$ cat src/design/ocp_pkg.sv
package ocp_pkg;

    localparam int CLOCK_HZ = 10_000_000;
    localparam int ADDR_W = 4;
    localparam int DATA_W = 16;

    // Register byte offsets
    localparam logic [ADDR_W-1:0] OSC_CTRL_ADDR = 4'h0;
    localparam logic [ADDR_W-1:0] LOOP_CTRL_ADDR = 4'h4;
    localparam logic [ADDR_W-1:0] LOOP_EN_ADDR = 4'h8;
    localparam logic [ADDR_W-1:0] STATUS_ADDR = 4'hC;

    // Writable bits and reset values
    localparam logic [DATA_W-1:0] OSC_CTRL_MASK = 16'h00C6;
    localparam logic [DATA_W-1:0] LOOP_CTRL_MASK = 16'h173F;
    localparam logic [DATA_W-1:0] OSC_CTRL_RESET = 16'h0000;
    localparam logic [DATA_W-1:0] LOOP_CTRL_RESET = 16'h0000;
    localparam logic LOOP_EN_RESET = 1'b0;
    localparam int LOOP_EN_BIT = 1;

    // Status bit positions
    localparam int ST_OSC_RUN_BIT = 0;
    localparam int ST_LOCK_BIT = 1;
    localparam int ST_STARTUP_BIT = 2;
    localparam int ST_OPEN_BIT = 3;
    localparam int ST_TIMEOUT_BIT = 4;

    // Lock time-out codes
    localparam logic [2:0] LTO_OFF = 3'h0;
    localparam logic [2:0] LTO_FIRST = 3'h4;
    localparam int LTO_BASE_MS = 8;
    localparam int LTO_LAST_MS = 11;

    // Reference and filter select codes
    localparam logic [1:0] REF_SLOW_XTAL = 2'h0;
    localparam logic [1:0] REF_FAST_OSC = 2'h1;
    localparam logic [1:0] REF_GENERIC = 2'h2;
    localparam logic [1:0] FILT_LOW_BW = 2'h1;

    // Timing
    localparam int MS_PER_S = 1000;
    localparam int US_PER_S = 1_000_000;
    localparam int CYCLES_PER_MS = CLOCK_HZ / MS_PER_S;
    localparam int STARTUP_US = 100;
    localparam int STARTUP_CYCLES = (STARTUP_US * (CLOCK_HZ / MS_PER_S) + MS_PER_S - 1) / MS_PER_S;

    typedef struct packed {
        logic [7:0] rsvHigh;
        logic runOnRequest;
        logic keepRunningInStandby;
        logic [2:0] rsvMid;
        logic crystalSelect;
        logic enable;
        logic rsvLow;
    } ocp_osc_ctrl_t;

    typedef struct packed {
        logic [2:0] rsvHigh;
        logic lockIgnore;
        logic rsvMid;
        logic [2:0] lockTimeoutSel;
        logic [1:0] rsvLow;
        logic [1:0] loopRefSelect;
        logic fastWake;
        logic lowPowerPhaseDetect;
        logic [1:0] filterSel;
    } ocp_loop_ctrl_t;

    typedef struct packed {
        logic [1:0] refSelect;
        logic phaseDetectBypass;
        logic lowBandwidthFilter;
    } ocp_loop_cfg_t;

    typedef enum logic [1:0] {
        LOOP_OFF,
        LOOP_STARTUP,
        LOOP_LOCKING,
        LOOP_RUN
    } ocp_loop_state_t;

endpackage

$ cat src/design/ocp_clock_control.sv
// Our own choices: the address-and-strobe port and the placing of the registers.
`timescale 1ns/1ns
`default_nettype none
module ocp_clock_control #(
    parameter int MS_CYCLES = ocp_pkg::CYCLES_PER_MS,
    parameter int STARTUP_CYCLES = ocp_pkg::STARTUP_CYCLES,
    parameter int TIMER_W = 20
) (
    input wire logic clock,
    input wire logic rstn,
    input wire logic [ocp_pkg::ADDR_W-1:0] regAddr,
    input wire logic [ocp_pkg::DATA_W-1:0] regWdata,
    input wire logic regWrite,
    input wire logic regRead,
    output logic [ocp_pkg::DATA_W-1:0] regRdata,
    input wire logic periphRequest,
    input wire logic standbySleep,
    input wire logic loopLockRaw,
    output logic oscRun,
    output logic crystalDrive,
    output logic oscInExtClock,
    output logic oscOutPadFree,
    output ocp_pkg::ocp_loop_cfg_t loopCfg,
    output logic loopAnalogEnable,
    output logic loopOutputOpen,
    output logic lockTimeout
);

    generate
        if (MS_CYCLES < 1 || STARTUP_CYCLES < 1 ||
            STARTUP_CYCLES >= (2 ** TIMER_W) ||
            ocp_pkg::LTO_LAST_MS * MS_CYCLES >= (2 ** TIMER_W))
        begin : gCheck
            $error("ocp_clock_control: counts do not fit the timer width");
        end
    endgenerate

    // Limit in cycles for a time-out code; reserved and off codes give zero
    function automatic logic [TIMER_W-1:0] timeoutLimit(input logic [2:0] code);
        int ms;
        ms = 0;
        if (code >= ocp_pkg::LTO_FIRST)
        begin
            ms = ocp_pkg::LTO_BASE_MS + int'(code - ocp_pkg::LTO_FIRST);
        end
        return TIMER_W'(ms * MS_CYCLES);
    endfunction

    // Reset release through two flip-flops
    logic rstMeta;
    logic rstnSync;

    always_ff @(posedge clock or negedge rstn)
    begin
        if (!rstn)
        begin
            rstMeta <= 1'b0;
            rstnSync <= 1'b0;
        end
        else
        begin
            rstMeta <= 1'b1;
            rstnSync <= rstMeta;
        end
    end

    // Lock signal from the analog loop is asynchronous
    logic lockMeta;
    logic lockSync;

    always_ff @(posedge clock or negedge rstnSync)
    begin
        if (!rstnSync)
        begin
            lockMeta <= 1'b0;
            lockSync <= 1'b0;
        end
        else
        begin
            lockMeta <= loopLockRaw;
            lockSync <= lockMeta;
        end
    end

    // Register file
    ocp_pkg::ocp_osc_ctrl_t oscCtrl;
    ocp_pkg::ocp_osc_ctrl_t next_oscCtrl;
    ocp_pkg::ocp_loop_ctrl_t loopCtrl;
    ocp_pkg::ocp_loop_ctrl_t next_loopCtrl;
    logic loopEnable;
    logic next_loopEnable;
    logic timeoutFlag;
    logic next_timeoutFlag;
    logic [ocp_pkg::DATA_W-1:0] next_regRdata;
    logic timeoutEvent;
    logic startupDone;
    logic [ocp_pkg::DATA_W-1:0] statusWord;

    always_comb
    begin
        next_oscCtrl = oscCtrl;
        next_loopCtrl = loopCtrl;
        next_loopEnable = loopEnable;
        next_timeoutFlag = timeoutFlag;
        if (regWrite && regAddr == ocp_pkg::OSC_CTRL_ADDR)
        begin
            next_oscCtrl = regWdata & ocp_pkg::OSC_CTRL_MASK;
        end
        if (regWrite && regAddr == ocp_pkg::LOOP_CTRL_ADDR)
        begin
            next_loopCtrl = regWdata & ocp_pkg::LOOP_CTRL_MASK;
        end
        if (regWrite && regAddr == ocp_pkg::LOOP_EN_ADDR)
        begin
            next_loopEnable = regWdata[ocp_pkg::LOOP_EN_BIT];
        end
        if (regWrite && regAddr == ocp_pkg::STATUS_ADDR &&
            regWdata[ocp_pkg::ST_TIMEOUT_BIT])
        begin
            next_timeoutFlag = 1'b0;
        end
        // A time-out in the clearing cycle still sets the flag
        if (timeoutEvent)
        begin
            next_timeoutFlag = 1'b1;
        end
    end

    always_comb
    begin
        statusWord = '0;
        statusWord[ocp_pkg::ST_OSC_RUN_BIT] = oscRun;
        statusWord[ocp_pkg::ST_LOCK_BIT] = lockSync;
        statusWord[ocp_pkg::ST_STARTUP_BIT] = startupDone;
        statusWord[ocp_pkg::ST_OPEN_BIT] = loopOutputOpen;
        statusWord[ocp_pkg::ST_TIMEOUT_BIT] = timeoutFlag;
        next_regRdata = '0;
        if (regRead)
        begin
            unique case (regAddr)
                ocp_pkg::OSC_CTRL_ADDR: next_regRdata = oscCtrl;
                ocp_pkg::LOOP_CTRL_ADDR: next_regRdata = loopCtrl;
                ocp_pkg::LOOP_EN_ADDR: next_regRdata[ocp_pkg::LOOP_EN_BIT] = loopEnable;
                ocp_pkg::STATUS_ADDR: next_regRdata = statusWord;
                default: next_regRdata = '0;
            endcase
        end
    end

    always_ff @(posedge clock or negedge rstnSync)
    begin
        if (!rstnSync)
        begin
            oscCtrl <= ocp_pkg::OSC_CTRL_RESET;
            loopCtrl <= ocp_pkg::LOOP_CTRL_RESET;
            loopEnable <= ocp_pkg::LOOP_EN_RESET;
            timeoutFlag <= 1'b0;
            regRdata <= '0;
        end
        else
        begin
            oscCtrl <= next_oscCtrl;
            loopCtrl <= next_loopCtrl;
            loopEnable <= next_loopEnable;
            timeoutFlag <= next_timeoutFlag;
            regRdata <= next_regRdata;
        end
    end

    // Loop sequencing: startup, lock wait, time-out
    ocp_pkg::ocp_loop_state_t loopState;
    ocp_pkg::ocp_loop_state_t next_loopState;
    logic [TIMER_W-1:0] startupCount;
    logic [TIMER_W-1:0] next_startupCount;
    logic [TIMER_W-1:0] lockCount;
    logic [TIMER_W-1:0] next_lockCount;
    logic timedOut;
    logic next_timedOut;
    logic [TIMER_W-1:0] lockLimit;

    always_comb
    begin
        next_loopState = loopState;
        next_startupCount = startupCount;
        next_lockCount = lockCount;
        next_timedOut = timedOut;
        timeoutEvent = 1'b0;
        lockLimit = timeoutLimit(loopCtrl.lockTimeoutSel);
        unique case (loopState)
            ocp_pkg::LOOP_OFF:
            begin
                next_startupCount = '0;
                next_lockCount = '0;
                next_timedOut = 1'b0;
                if (loopEnable)
                begin
                    next_loopState = ocp_pkg::LOOP_STARTUP;
                end
            end
            ocp_pkg::LOOP_STARTUP:
            begin
                next_startupCount = startupCount + 1'b1;
                if (startupCount == TIMER_W'(STARTUP_CYCLES - 1))
                begin
                    next_loopState = ocp_pkg::LOOP_LOCKING;
                end
            end
            ocp_pkg::LOOP_LOCKING:
            begin
                if (lockSync)
                begin
                    next_loopState = ocp_pkg::LOOP_RUN;
                end
            end
            ocp_pkg::LOOP_RUN:
            begin
            end
        endcase
        // Time-out measured from enable until first lock
        if (loopState != ocp_pkg::LOOP_OFF && loopState != ocp_pkg::LOOP_RUN &&
            !lockSync && !timedOut)
        begin
            next_lockCount = lockCount + 1'b1;
            if (lockLimit != '0 && lockCount == lockLimit - 1'b1)
            begin
                timeoutEvent = 1'b1;
                next_timedOut = 1'b1;
            end
        end
        if (!loopEnable)
        begin
            next_loopState = ocp_pkg::LOOP_OFF;
        end
    end

    always_ff @(posedge clock or negedge rstnSync)
    begin
        if (!rstnSync)
        begin
            loopState <= ocp_pkg::LOOP_OFF;
            startupCount <= '0;
            lockCount <= '0;
            timedOut <= 1'b0;
        end
        else
        begin
            loopState <= next_loopState;
            startupCount <= next_startupCount;
            lockCount <= next_lockCount;
            timedOut <= next_timedOut;
        end
    end

    assign startupDone = loopState == ocp_pkg::LOOP_LOCKING ||
        loopState == ocp_pkg::LOOP_RUN;

    // Registered outputs
    logic next_oscRun;
    logic next_crystalDrive;
    logic next_oscInExtClock;
    logic next_oscOutPadFree;
    ocp_pkg::ocp_loop_cfg_t next_loopCfg;
    logic next_loopAnalogEnable;
    logic next_loopOutputOpen;
    logic demandRun;

    always_comb
    begin
        demandRun = oscCtrl.runOnRequest ? periphRequest : 1'b1;
        next_oscRun = oscCtrl.enable & demandRun;
        if (standbySleep)
        begin
            next_oscRun = oscCtrl.enable & oscCtrl.keepRunningInStandby & demandRun;
        end
        next_crystalDrive = oscCtrl.crystalSelect;
        next_oscInExtClock = !oscCtrl.crystalSelect;
        next_oscOutPadFree = !oscCtrl.crystalSelect;
        next_loopCfg.refSelect = loopCtrl.loopRefSelect;
        if (loopCtrl.loopRefSelect != ocp_pkg::REF_FAST_OSC &&
            loopCtrl.loopRefSelect != ocp_pkg::REF_GENERIC)
        begin
            next_loopCfg.refSelect = ocp_pkg::REF_SLOW_XTAL;
        end
        next_loopCfg.phaseDetectBypass = loopCtrl.lowPowerPhaseDetect;
        next_loopCfg.lowBandwidthFilter = loopCtrl.filterSel == ocp_pkg::FILT_LOW_BW;
        next_loopAnalogEnable = loopEnable;
        next_loopOutputOpen = 1'b0;
        if (loopState != ocp_pkg::LOOP_OFF && loopEnable)
        begin
            if (loopCtrl.lockIgnore)
            begin
                next_loopOutputOpen = 1'b1;
            end
            else
            begin
                next_loopOutputOpen = startupDone & (loopCtrl.fastWake | lockSync);
            end
        end
    end

    always_ff @(posedge clock or negedge rstnSync)
    begin
        if (!rstnSync)
        begin
            oscRun <= 1'b0;
            crystalDrive <= 1'b0;
            oscInExtClock <= 1'b1;
            oscOutPadFree <= 1'b1;
            loopCfg <= '0;
            loopAnalogEnable <= 1'b0;
            loopOutputOpen <= 1'b0;
        end
        else
        begin
            oscRun <= next_oscRun;
            crystalDrive <= next_crystalDrive;
            oscInExtClock <= next_oscInExtClock;
            oscOutPadFree <= next_oscOutPadFree;
            loopCfg <= next_loopCfg;
            loopAnalogEnable <= next_loopAnalogEnable;
            loopOutputOpen <= next_loopOutputOpen;
        end
    end

    assign lockTimeout = timeoutFlag;

endmodule
`default_nettype wire

$ cat config.mk
export PLATFORM = sky130hd
export DESIGN_NAME = ocp_clock_control
export DESIGN_NICKNAME = d
export VERILOG_FILES = /design/src/design/ocp_pkg.sv /design/src/design/ocp_clock_control.sv
export SDC_FILE = /design/constraint.sdc
export NUM_CORES = 1
export LEC_CHECK = 0
export ABC_AREA = 1
export BUFFER_PORTS_ARGS = -buffer_cell sky130_fd_sc_hd__buf_4
export CORE_MARGIN = 2
export CORE_UTILIZATION = 40
export CTS_CLUSTER_DIAMETER = 200
export CTS_CLUSTER_SIZE = 14
export DETAILED_ROUTE_END_ITERATION = 10
export GPL_ROUTABILITY_DRIVEN = 0
export PLACE_DENSITY_LB_ADDON = 0.12
export SYNTH_ARGS = -nofsm -noshare
export SYNTH_HDL_FRONTEND = slang
export SYNTH_SLANG_ARGS = --single-unit
$ cat constraint.sdc
create_clock -name clock -period 3.2 [get_ports clock]
set_clock_uncertainty 0.2 [all_clocks]
set_input_delay 0.16 -clock clock [delete_from_list [all_inputs] [get_ports clock]]
set_output_delay 0.16 -clock clock [all_outputs]
set_load 0.005 [all_outputs]
# Word-level counts from Yosys, hierarchy flattened
# Index checks and enable logic that the tools add are counted.
[word_totals]
regBits = 88
latchBits = 0
ram_bits = 0
mem_bits_ro = 0
in_bits = 27
out_inout_bits = 27
word_cells = 103
n_memories = 0
[op_classes]
addsub = 5
mul = 1
div = 0
magnitude_cmp = 1
eq_ne = 15
n_shift = 0
muxes = 24
n_bitwise = 5
n_reduce_logical = 23
[ops]
columns = ["cell", "count"]
rows = [
  ["adder 20 x 1 -> 20 bit, second input constant", 2],
  ["two-way mux 20 bit", 2],
  ["case mux 20 bit (2 select lines)", 1],
  ["case mux 11 bit (3 select lines)", 1],
  ["multiplier 32 x 11 -> 16 bit, second input constant", 1],
  ["two-way mux 32 bit", 1],
  ["equality test 20 x 10 -> 1 bit, second input constant", 1],
  ["equality test 20 bit", 1],
  ["nonzero test 20 bit", 1],
  ["subtractor 20 x 1 -> 20 bit, second input constant", 1],
  ["two-way mux 13 bit", 1],
  ["logical AND 1 bit", 11],
  ["two-way mux 1 bit", 11],
  ["equality test 4 bit, second input constant", 2],
  ["two-way mux 2 bit", 4],
  ["nonzero test 2 bit", 4],
  ["adder 5 x 4 -> 6 bit, first input constant", 1],
  ["!= test 3 bit, second input constant", 2],
  ["case mux 2 bit (3 select lines)", 1],
  ["bitwise AND 1 bit", 4],
  ["equality test 2 x 1 -> 1 bit, second input constant", 2],
  ["equality test 2 bit, second input constant", 2],
  ["equality test 4 x 3 -> 1 bit, second input constant", 1],
  ["logical NOT 4 bit", 1],
  ["12 further kinds", 15],
]

# Longest topological paths before layout
# Gate-level depths: netlist of run 1.
[logic_depth]
ltp_word = 10
mapped_depth = 20
mapped_depth_nobuf = 19

# Least setup slack after synthesis of run 1
# No wires, ideal clock.
[synth_path]
kind = "register to register"
startpoint = "register loopCtrl[10] in the netlist's numbering"
endpoint = "register timeoutFlag (netlist: lockTimeout)"
setup_ns = 0.065
t_arrival_ns = 2.738
path_slack_ns = 0.197
path_stages_with_launch = 20
path_buffers = 1
synth_period_minus_slack_ns = 3.003
cell_sequence = "dfrtp_1 -> buf_4 -> nand2_2 -> ha_1 -> ha_1 -> ha_1 -> ha_1 -> nand2_1 -> fa_1 -> inv_1 -> nand2_1 -> nand2_1 -> inv_1 -> nand2_1 -> nand2_1 -> nor2_1 -> nand2_1 -> nor2_1 -> nand3_1 -> nand2_1"
[synth_between]
elab_chain_cells = 10
elab_cells_between_ends = 13
cone_classes = "3 x add/sub; 1 x mul; 1 x order compare; 1 x eq/ne; 4 x mux; 3 x reduce/logical"
[synth_rtl]
columns = ["element", "line", "rtl"]
rows = [
  ["start: declaration", "ocp_clock_control.sv:88", "ocp_pkg::ocp_loop_ctrl_t loopCtrl;"],
  ["start signal: assignment", "ocp_clock_control.sv:155", "loopCtrl <= ocp_pkg::LOOP_CTRL_RESET;"],
  ["start signal: assignment", "ocp_clock_control.sv:163", "loopCtrl <= next_loopCtrl;"],
  ["subtractor 3 x 3 -> 4 bit", "ocp_clock_control.sv:44", "ms = ocp_pkg::LTO_BASE_MS + int'(code - ocp_pkg::LTO_FIRST);"],
  ["adder 5 x 4 -> 6 bit", "ocp_clock_control.sv:44", ""],
  ["two-way mux 32 bit *", "ocp_clock_control.sv:42", "if (code >= ocp_pkg::LTO_FIRST)"],
  ["multiplier 32 x 11 -> 16 bit *", "ocp_clock_control.sv:46", "return TIMER_W'(ms * MS_CYCLES);"],
  ["subtractor 20 x 1 -> 20 bit", "ocp_clock_control.sv:224", "if (lockLimit != '0 && lockCount == lockLimit - 1'b1)"],
  ["equality test 20 bit", "ocp_clock_control.sv:224", ""],
  ["logical AND 1 bit *", "ocp_clock_control.sv:224", ""],
  ["two-way mux 1 bit *", "ocp_clock_control.sv:224", ""],
  ["two-way mux 1 bit *", "ocp_clock_control.sv:220", "if (loopState != ocp_pkg::LOOP_OFF && loopState != ocp_pkg::LOOP_RUN &&"],
  ["two-way mux 1 bit / nonzero test 2 bit (equally long branches)", "--", ""],
  ["end signal: assignment", "ocp_clock_control.sv:165", "timeoutFlag <= next_timeoutFlag;"],
  ["end: declaration", "ocp_clock_control.sv:92", "logic timeoutFlag;"],
]
# Every way passes the cells marked *; elsewhere a longest branch is shown, timed or not.
# A chain may end at the register's enable or synchronous reset.

# Worst setup path after layout of run 1
# Same ends and word-level chain as after synthesis.

==> results of run 1 <==
-- report_power, final --
| part | internal (mW) | switching [mW] |
|---|---|---|
| logic | 0.423 | 0.784 |
| registers | 1.16 | 0.0817 |
| clock network | 0.712 | 0.437 |
-- worst max-delay path, stage by stage, from the launching register on --
cell     delay, ns
dfrtp_1       0.38
nand2_2       0.09
ha_1          0.33
ha_1          0.29
ha_1          0.20
ha_1          0.17
nand2_1       0.09
fa_1          0.41
buf_4         0.15
nand2_1       0.06
nand2_1       0.06
nand2_1       0.06
nand2_1       0.05
nor2_1        0.08
nand2_1       0.08
nor2_2        0.10
nand3_2       0.10
nand2_1       0.07
-- how the worst min path moves through the flow --
stage | startpoint | end | cells past startpoint
floorplan | rstn | rstMeta | 0
global placement | rstn | rstMeta | 1
detailed placement | rstn | rstMeta | 1
CTS | regAddr[1] | lockTimeout | 5
global route | regAddr[1] | lockTimeout | 5
finish | regAddr[1] | lockTimeout | 5
-- synthesized netlist by cell type (2+ instances only) --
library cell  count
nor2_4            4
nor3_2            5
nand2_2           4
nand3_2           3
a21oi_1          21
o21a_1            3
conb_1            2
ha_1             20
nor2_1           62
nand3_1          42
xnor2_1           2
inv_2             8
nand2_1         189
nor3_1           14
inv_1            96
dfrtp_1          83
a22oi_1           2
nor2_2            6
o21ai_1           4
o21ai_0          35
or2_2             2
buf_2             3
mux2_2            2
xor2_1            2
buf_4             6
o22ai_1           5
nand4_1          12
-- repair_timing --
item                                    CTS  global route
hold endpoints to repair                 26             0
hold buffers                             24             0
endpoints found under the setup margin    0             2
buffers inserted                          0             2
gates resized for setup                   0             4
-- routing by layer --
metal  GRT usage, %  vias up  share of wire [%]
li1               -     2219                  -
met1          23.99     2028                 46
met2          32.50       63                 49
met3          3.864       15                3.3
met4          6.504        0                1.6
met5              0        -                  0
-- cell type report --
| class | instances | area, µm² | area share (%) |
|---|---|---|---|
| timing repair buffer | 76 | 643.1 | 10.73 |
| multi-input combinational | 458 | 2337 | 38.98 |
| clock inverter | 6 | 91.34 | 1.523 |
| clock buffer | 10 | 239.0 | 3.986 |
| inverter | 105 | 394.1 | 6.573 |
| sequential | 84 | 2107 | 35.14 |
| tap | 147 | 183.9 | 3.068 |
-- per-stage QoR --
| step | utilization [%] | hold slack [ns] | area [µm²] |
|---|---|---|---|
| 6_report | 50.34 | 0.02150 | 5996 |
| 5_1_grt | 50.34 | 0.04785 | 5996 |
| 3_5_place_dp | 45.30 | -0.2536 | 5396 |
| 2_1_floorplan | - | -0.3356 | 4885 |
| 4_1_cts | 50.09 | 0.006381 | 5967 |
| 3_3_place_gp | 45.30 | -0.2580 | 5396 |
-- registers in the layout (all words and copies together) (netlist names) --
name	cells
startupCount	20
timedOut	1
lockSync	1
oscRun	1
loopOutputOpen	1
loopState	2
lockTimeout	1
crystalDrive	1
regRdata	12
oscOutPadFree	1
next_crystalDrive	1
lockMeta	1
oscCtrl	3
loopAnalogEnable	1
rstnSync	1
loopEnable	1
lockCount	20
rstMeta	1
loopCtrl	10
loopCfg	4
-- cell families after synthesis --
family	synth area share, %
AO/OA/AOI/OAI	8.628
buffers and inverters	9.426
AND/OR/NAND/NOR	31.75
XOR/XNOR	0.7212
multiplexers	0.4635
other	0.1546
adder cells (fa/ha/maj)	5.563
flip-flops	43.29
==> results.tsv, run 1 <==
metric	value	unit
status	completed	
drc	0	
ant_nets	0	
hold_viol	0	
overflow	0	
nets	782	
htree_levels	3	
ys_ff_latch	84	
crit_arrival	3.10	ns
wl_per_cell	12.94	µm
portBuffers	45	
reg2reg_slack	0.17	ns
grt_pass1_vias	4295	
required	3.28	ns
hold_class	in2reg	
fin_setup_tns	0	ns
timing.final.crit_share	94.56	%
synth.top_cell.area_share	42.75	%
critPathLaunch	loopCtrl[10]	
yosysSeqAreaShare	43.29	%
synth_ff_type	dfrtp_1	
setup_ws	0.1741	ns
synth_area_per_cell	7.474	µm²
netlist_top_cells_area	dfrtp_1 43%, nand2_1 15%, inv_1 7.4%, ha_1 5.2%, nor2_1 4.8%	
layout-drive-gt1-share	14.88	%
critPathCaptureType	flop	
first_iter_violations	174	
total_power	3.597	mW
wirelength	11.47	mm
cts_buffer_depth	2	
ys.warnings.count	0	
grt_max_degree	54	
nFillCells	1184	
vdd_ir_drop_max	0.4304	mV
power.density	600.0	nW/µm²
drtPass1Iterations	6	
clkTransAtPathRegs	0.06	ns
start_util	40.79	%
synthToLayoutAreaGrowth	23.41	%
drv_slew	0	
async_flop_share	100.0	%
hpwl	8.463	mm
final-setup-viol-count	0	
grt.total_usage	18.99	%
clock_latency	0.34	ns
p_leak	3.031	nW
synth-edff-count	0	
fp.dieW	114.2	µm
r2r-start	loopCtrl[10]	
critical_path_peak_fanout	4	
period_minus_slack	3.026	ns
antenna_cells	0	
die_area	13040	µm²
numCtsBuffers	9	
timing.fmax	330.5	MHz
worstMarginPinSlew	0.7460	ns
route.detailed.vias_per_inst	4.881	
cp-start-kind	flop	
antenna_found_initial	0	
critPathKind	reg2reg	
synthesis.area	4858	µm²
fin_cells	886	
routed-via-count	4325	
ys_types	40	
grt_first_pass_wirelength	19.77	mm
slew-limit-headroom	50.27	%
ios	54	
reg2reg_to	lockTimeout	
fp.dieH	114.2	µm
clock_sinks	84	
core-area	11910	µm²
place_inst	844	
crit_path_end	lockTimeout	
max-cap-violations	0	
final_common_cell	nand2_1	
yosys.area.top_type	dfrtp_1	
dpl_worst_slack	0.1347	ns
cts_tree	yes	
row_count	40	
syn_inst	650	
worstRegToRegCells	17	
cts_root_buffer	clkbuf_16	
layout_common_cells	189 x nand2_1, 96 x inv_1, 82 x dfrtp_1, 61 x nor2_1, 51 x buf_4	
Note: power is estimated with default switching activity, not from simulation.
==> inputs of run 2 (changes only) <==
--- a/config.mk
+++ b/config.mk
@@ -7,9 +7,8 @@
 export LEC_CHECK = 0
 export ABC_AREA = 1
 export BUFFER_PORTS_ARGS = -buffer_cell sky130_fd_sc_hd__buf_4
-export CORE_MARGIN = 2
 export CORE_UTILIZATION = 40
-export CTS_CLUSTER_DIAMETER = 200
+export CTS_CLUSTER_DIAMETER = 40
 export CTS_CLUSTER_SIZE = 14
 export DETAILED_ROUTE_END_ITERATION = 10
 export GPL_ROUTABILITY_DRIVEN = 0
==> results.tsv, run 2 (same netlist as run 1, synthesis figures left out) <==
metric	value	unit	change
dpl_worst_slack	0.09844	ns	was 0.1347 ns
timing.final.crit_share	94.91	%	was 94.56%
hpwl	8.521	mm	was 8.463 mm
critical_path_peak_fanout	4		unchanged
cts_buffer_depth	2		unchanged
vdd_ir_drop_max	0.2901	mV	was 0.4304 mV
antenna_found_initial	0		unchanged
first_iter_violations	196		was 174
slew-limit-headroom	57.04	%	was 50.27%
hold_viol	0		unchanged
crit_slowest_cell	fa_2		was fa_1
nets	783		was 782
drtPass1Iterations	7		was 6
grt_first_pass_wirelength	19.86	mm	was 19.77 mm
nFillCells	1157		was 1184
crit_path_frequent_cell	nand2_1		unchanged
top_regs	lockCount: 20 flops, startupCount: 20 flops, regRdata: 12 flops		unchanged
required	3.28	ns	about the same
antenna_cells	0		unchanged
total_power	3.560	mW	was 3.597 mW
die_area	12590	µm²	was 13040 µm²
timing.fmax	329.2	MHz	was 330.5 MHz
drc	1		was 0
final-setup-viol-count	0		unchanged
fin_cells	883		was 886
max-cap-violations	0		unchanged
path_buf_inv	2		was 1
portBuffers	45		unchanged
crit_chain	nand2_4, ha_4, ha_1, ha_1, ha_2, nand2_2, fa_2, inv_2, nand2_1, nand2_1, inv_1, nand2_1, nand2_1, nor2_2, nand2_1, nor2_1, nand3_2, nand2_1		was nand2_2, ha_1, ha_1, ha_1, ha_1, nand2_1, fa_1, buf_4, nand2_1, nand2_1, nand2_1, nand2_1, nor2_1, nand2_1, nor2_2, nand3_2, nand2_1
worstMarginPinSlew	0.6420	ns	was 0.7460 ns
place_inst	841		was 844
crit_arrival	3.11	ns	was 3.10 ns
clock_latency	0.34	ns	about the same
layout-drive-gt1-share	15.81	%	was 14.88%
grt_pass1_vias	4300		was 4295
ant_nets	0		unchanged
period_minus_slack	3.037	ns	was 3.026 ns
final_area	5996	µm²	unchanged
clkTransAtPathRegs	0.06	ns	about the same
hold_ws	0.03047	ns	was 0.02150 ns
final_common_cell	nand2_1		unchanged
fp.dieW	112.2	µm	was 114.2 µm
ios	54		unchanged
power.density	593.7	nW/µm²	was 600.0 nW/µm²
layout_common_cells	187 x nand2_1, 95 x inv_1, 81 x dfrtp_1, 61 x nor2_1, 52 x buf_4		was 189 x nand2_1, 96 x inv_1, 82 x dfrtp_1, 61 x nor2_1, 51 x buf_4
status	complete, but fails checks		was completed
critPathCaptureType	flop		unchanged
grt.total_usage	19.55	%	was 18.99%
clock_sinks	84		unchanged
routed-via-count	4354		was 4325
wirelength	11.49	mm	was 11.47 mm
row_count	39		was 40
numCtsBuffers	9		unchanged
start_util	41.83	%	was 40.79%
hold_class	in2reg		unchanged
htree_levels	3		unchanged
synthToLayoutAreaGrowth	23.41	%	unchanged
drv_slew	0		unchanged
violations	DRC		
slowest_delay	0.47	ns	was 0.41 ns
place_area	5386	µm²	was 5396 µm²
critPathKind	reg2reg		unchanged
crit_family	adder cells		unchanged
cts_tree	yes		unchanged
p_leak	3.022	nW	was 3.031 nW
cp-start-kind	flop		unchanged
grt_max_degree	43		was 54
wl_per_cell	13.01	µm	was 12.94 µm
fp.dieH	112.2	µm	was 114.2 µm
cts_root_buffer	clkbuf_16		unchanged
core-area	11610	µm²	was 11910 µm²
overflow	0		unchanged
route.detailed.vias_per_inst	4.931		was 4.881
setup_ws	0.1627	ns	was 0.1741 ns
==> run 2: metal layers <==
| layer | routed length (µm) | GRT usage [%] | part of all wire (%) |
|---|---|---|---|
| met5 | 0 | 0 | 0 |
| met4 | 165 | 4.533 | 1.4 |
| met3 | 369 | 4.050 | 3.2 |
| met2 | 5685 | 33.71 | 49 |
| met1 | 5269 | 25.25 | 46 |
==> run 2: worst reg2reg max path, delay by kind of cell (launching register included) <==
kind                       cells  cell delay, ns
adders and majority gates      5            1.34
buffers and inverters          2            0.11
DFF                            1            0.45
and+or+nand+nor               11            0.86
==> run 2: final timing paths <==
| path | start | end | slack [ns] | cells after the start |
|---|---|---|---|---|
| setup / recovery | loopCtrl[10] | timedOut | 0.16 | 18 |
| max in group asynchronous | rstnSync | oscOutPadFree | 1.94 | 1 |
| min in group asynchronous | rstnSync | loopCtrl[8] | 0.12 | 0 |
| hold reg to reg | rstnSync | loopCtrl[8] | 0.12 | 0 |
| hold / removal | regAddr[1] | lockTimeout | 0.03 | 5 |
| setup reg to reg | loopCtrl[10] | timedOut | 0.16 | 18 |
==> run 2: timing repair <==
action,4_1_cts,5_1_grt
hold buffers,24,0
gates resized for setup,0,13
setup endpoints to repair,0,2
setup buffers,0,2
endpoints found under the hold margin,27,0
==> run 2: final cells by class <==
| type | count | area (µm²) | share of cell area [%] |
|---|---|---|---|
| Multi-Input combinational cell | 458 | 2366 | 39.46 |
| Sequential cell | 84 | 2108 | 35.16 |
| Timing Repair Buffer | 77 | 641.9 | 10.71 |
| Inverter | 105 | 394.1 | 6.573 |
| Clock buffer | 9 | 225.2 | 3.756 |
| Tap cell | 143 | 178.9 | 2.984 |
| Clock inverter | 7 | 81.33 | 1.356 |
==> run 2: power breakdown <==
group / total [mW] / leakage (nW) / switching, mW / internal, mW
Sequential: 1.24 / 1.11 / 0.0850 / 1.16
Combinational: 1.24 / 1.76 / 0.799 / 0.437
Clock: 1.08 / 0.153 / 0.461 / 0.619
==> run 2: stage by stage <==
stage               setup TNS, ns  util, %
detailed placement              0    46.38
global route            -0.004990    51.63
finish                          0    51.63
floorplan                       0        -
CTS                             0    51.09
global placement                0    46.38
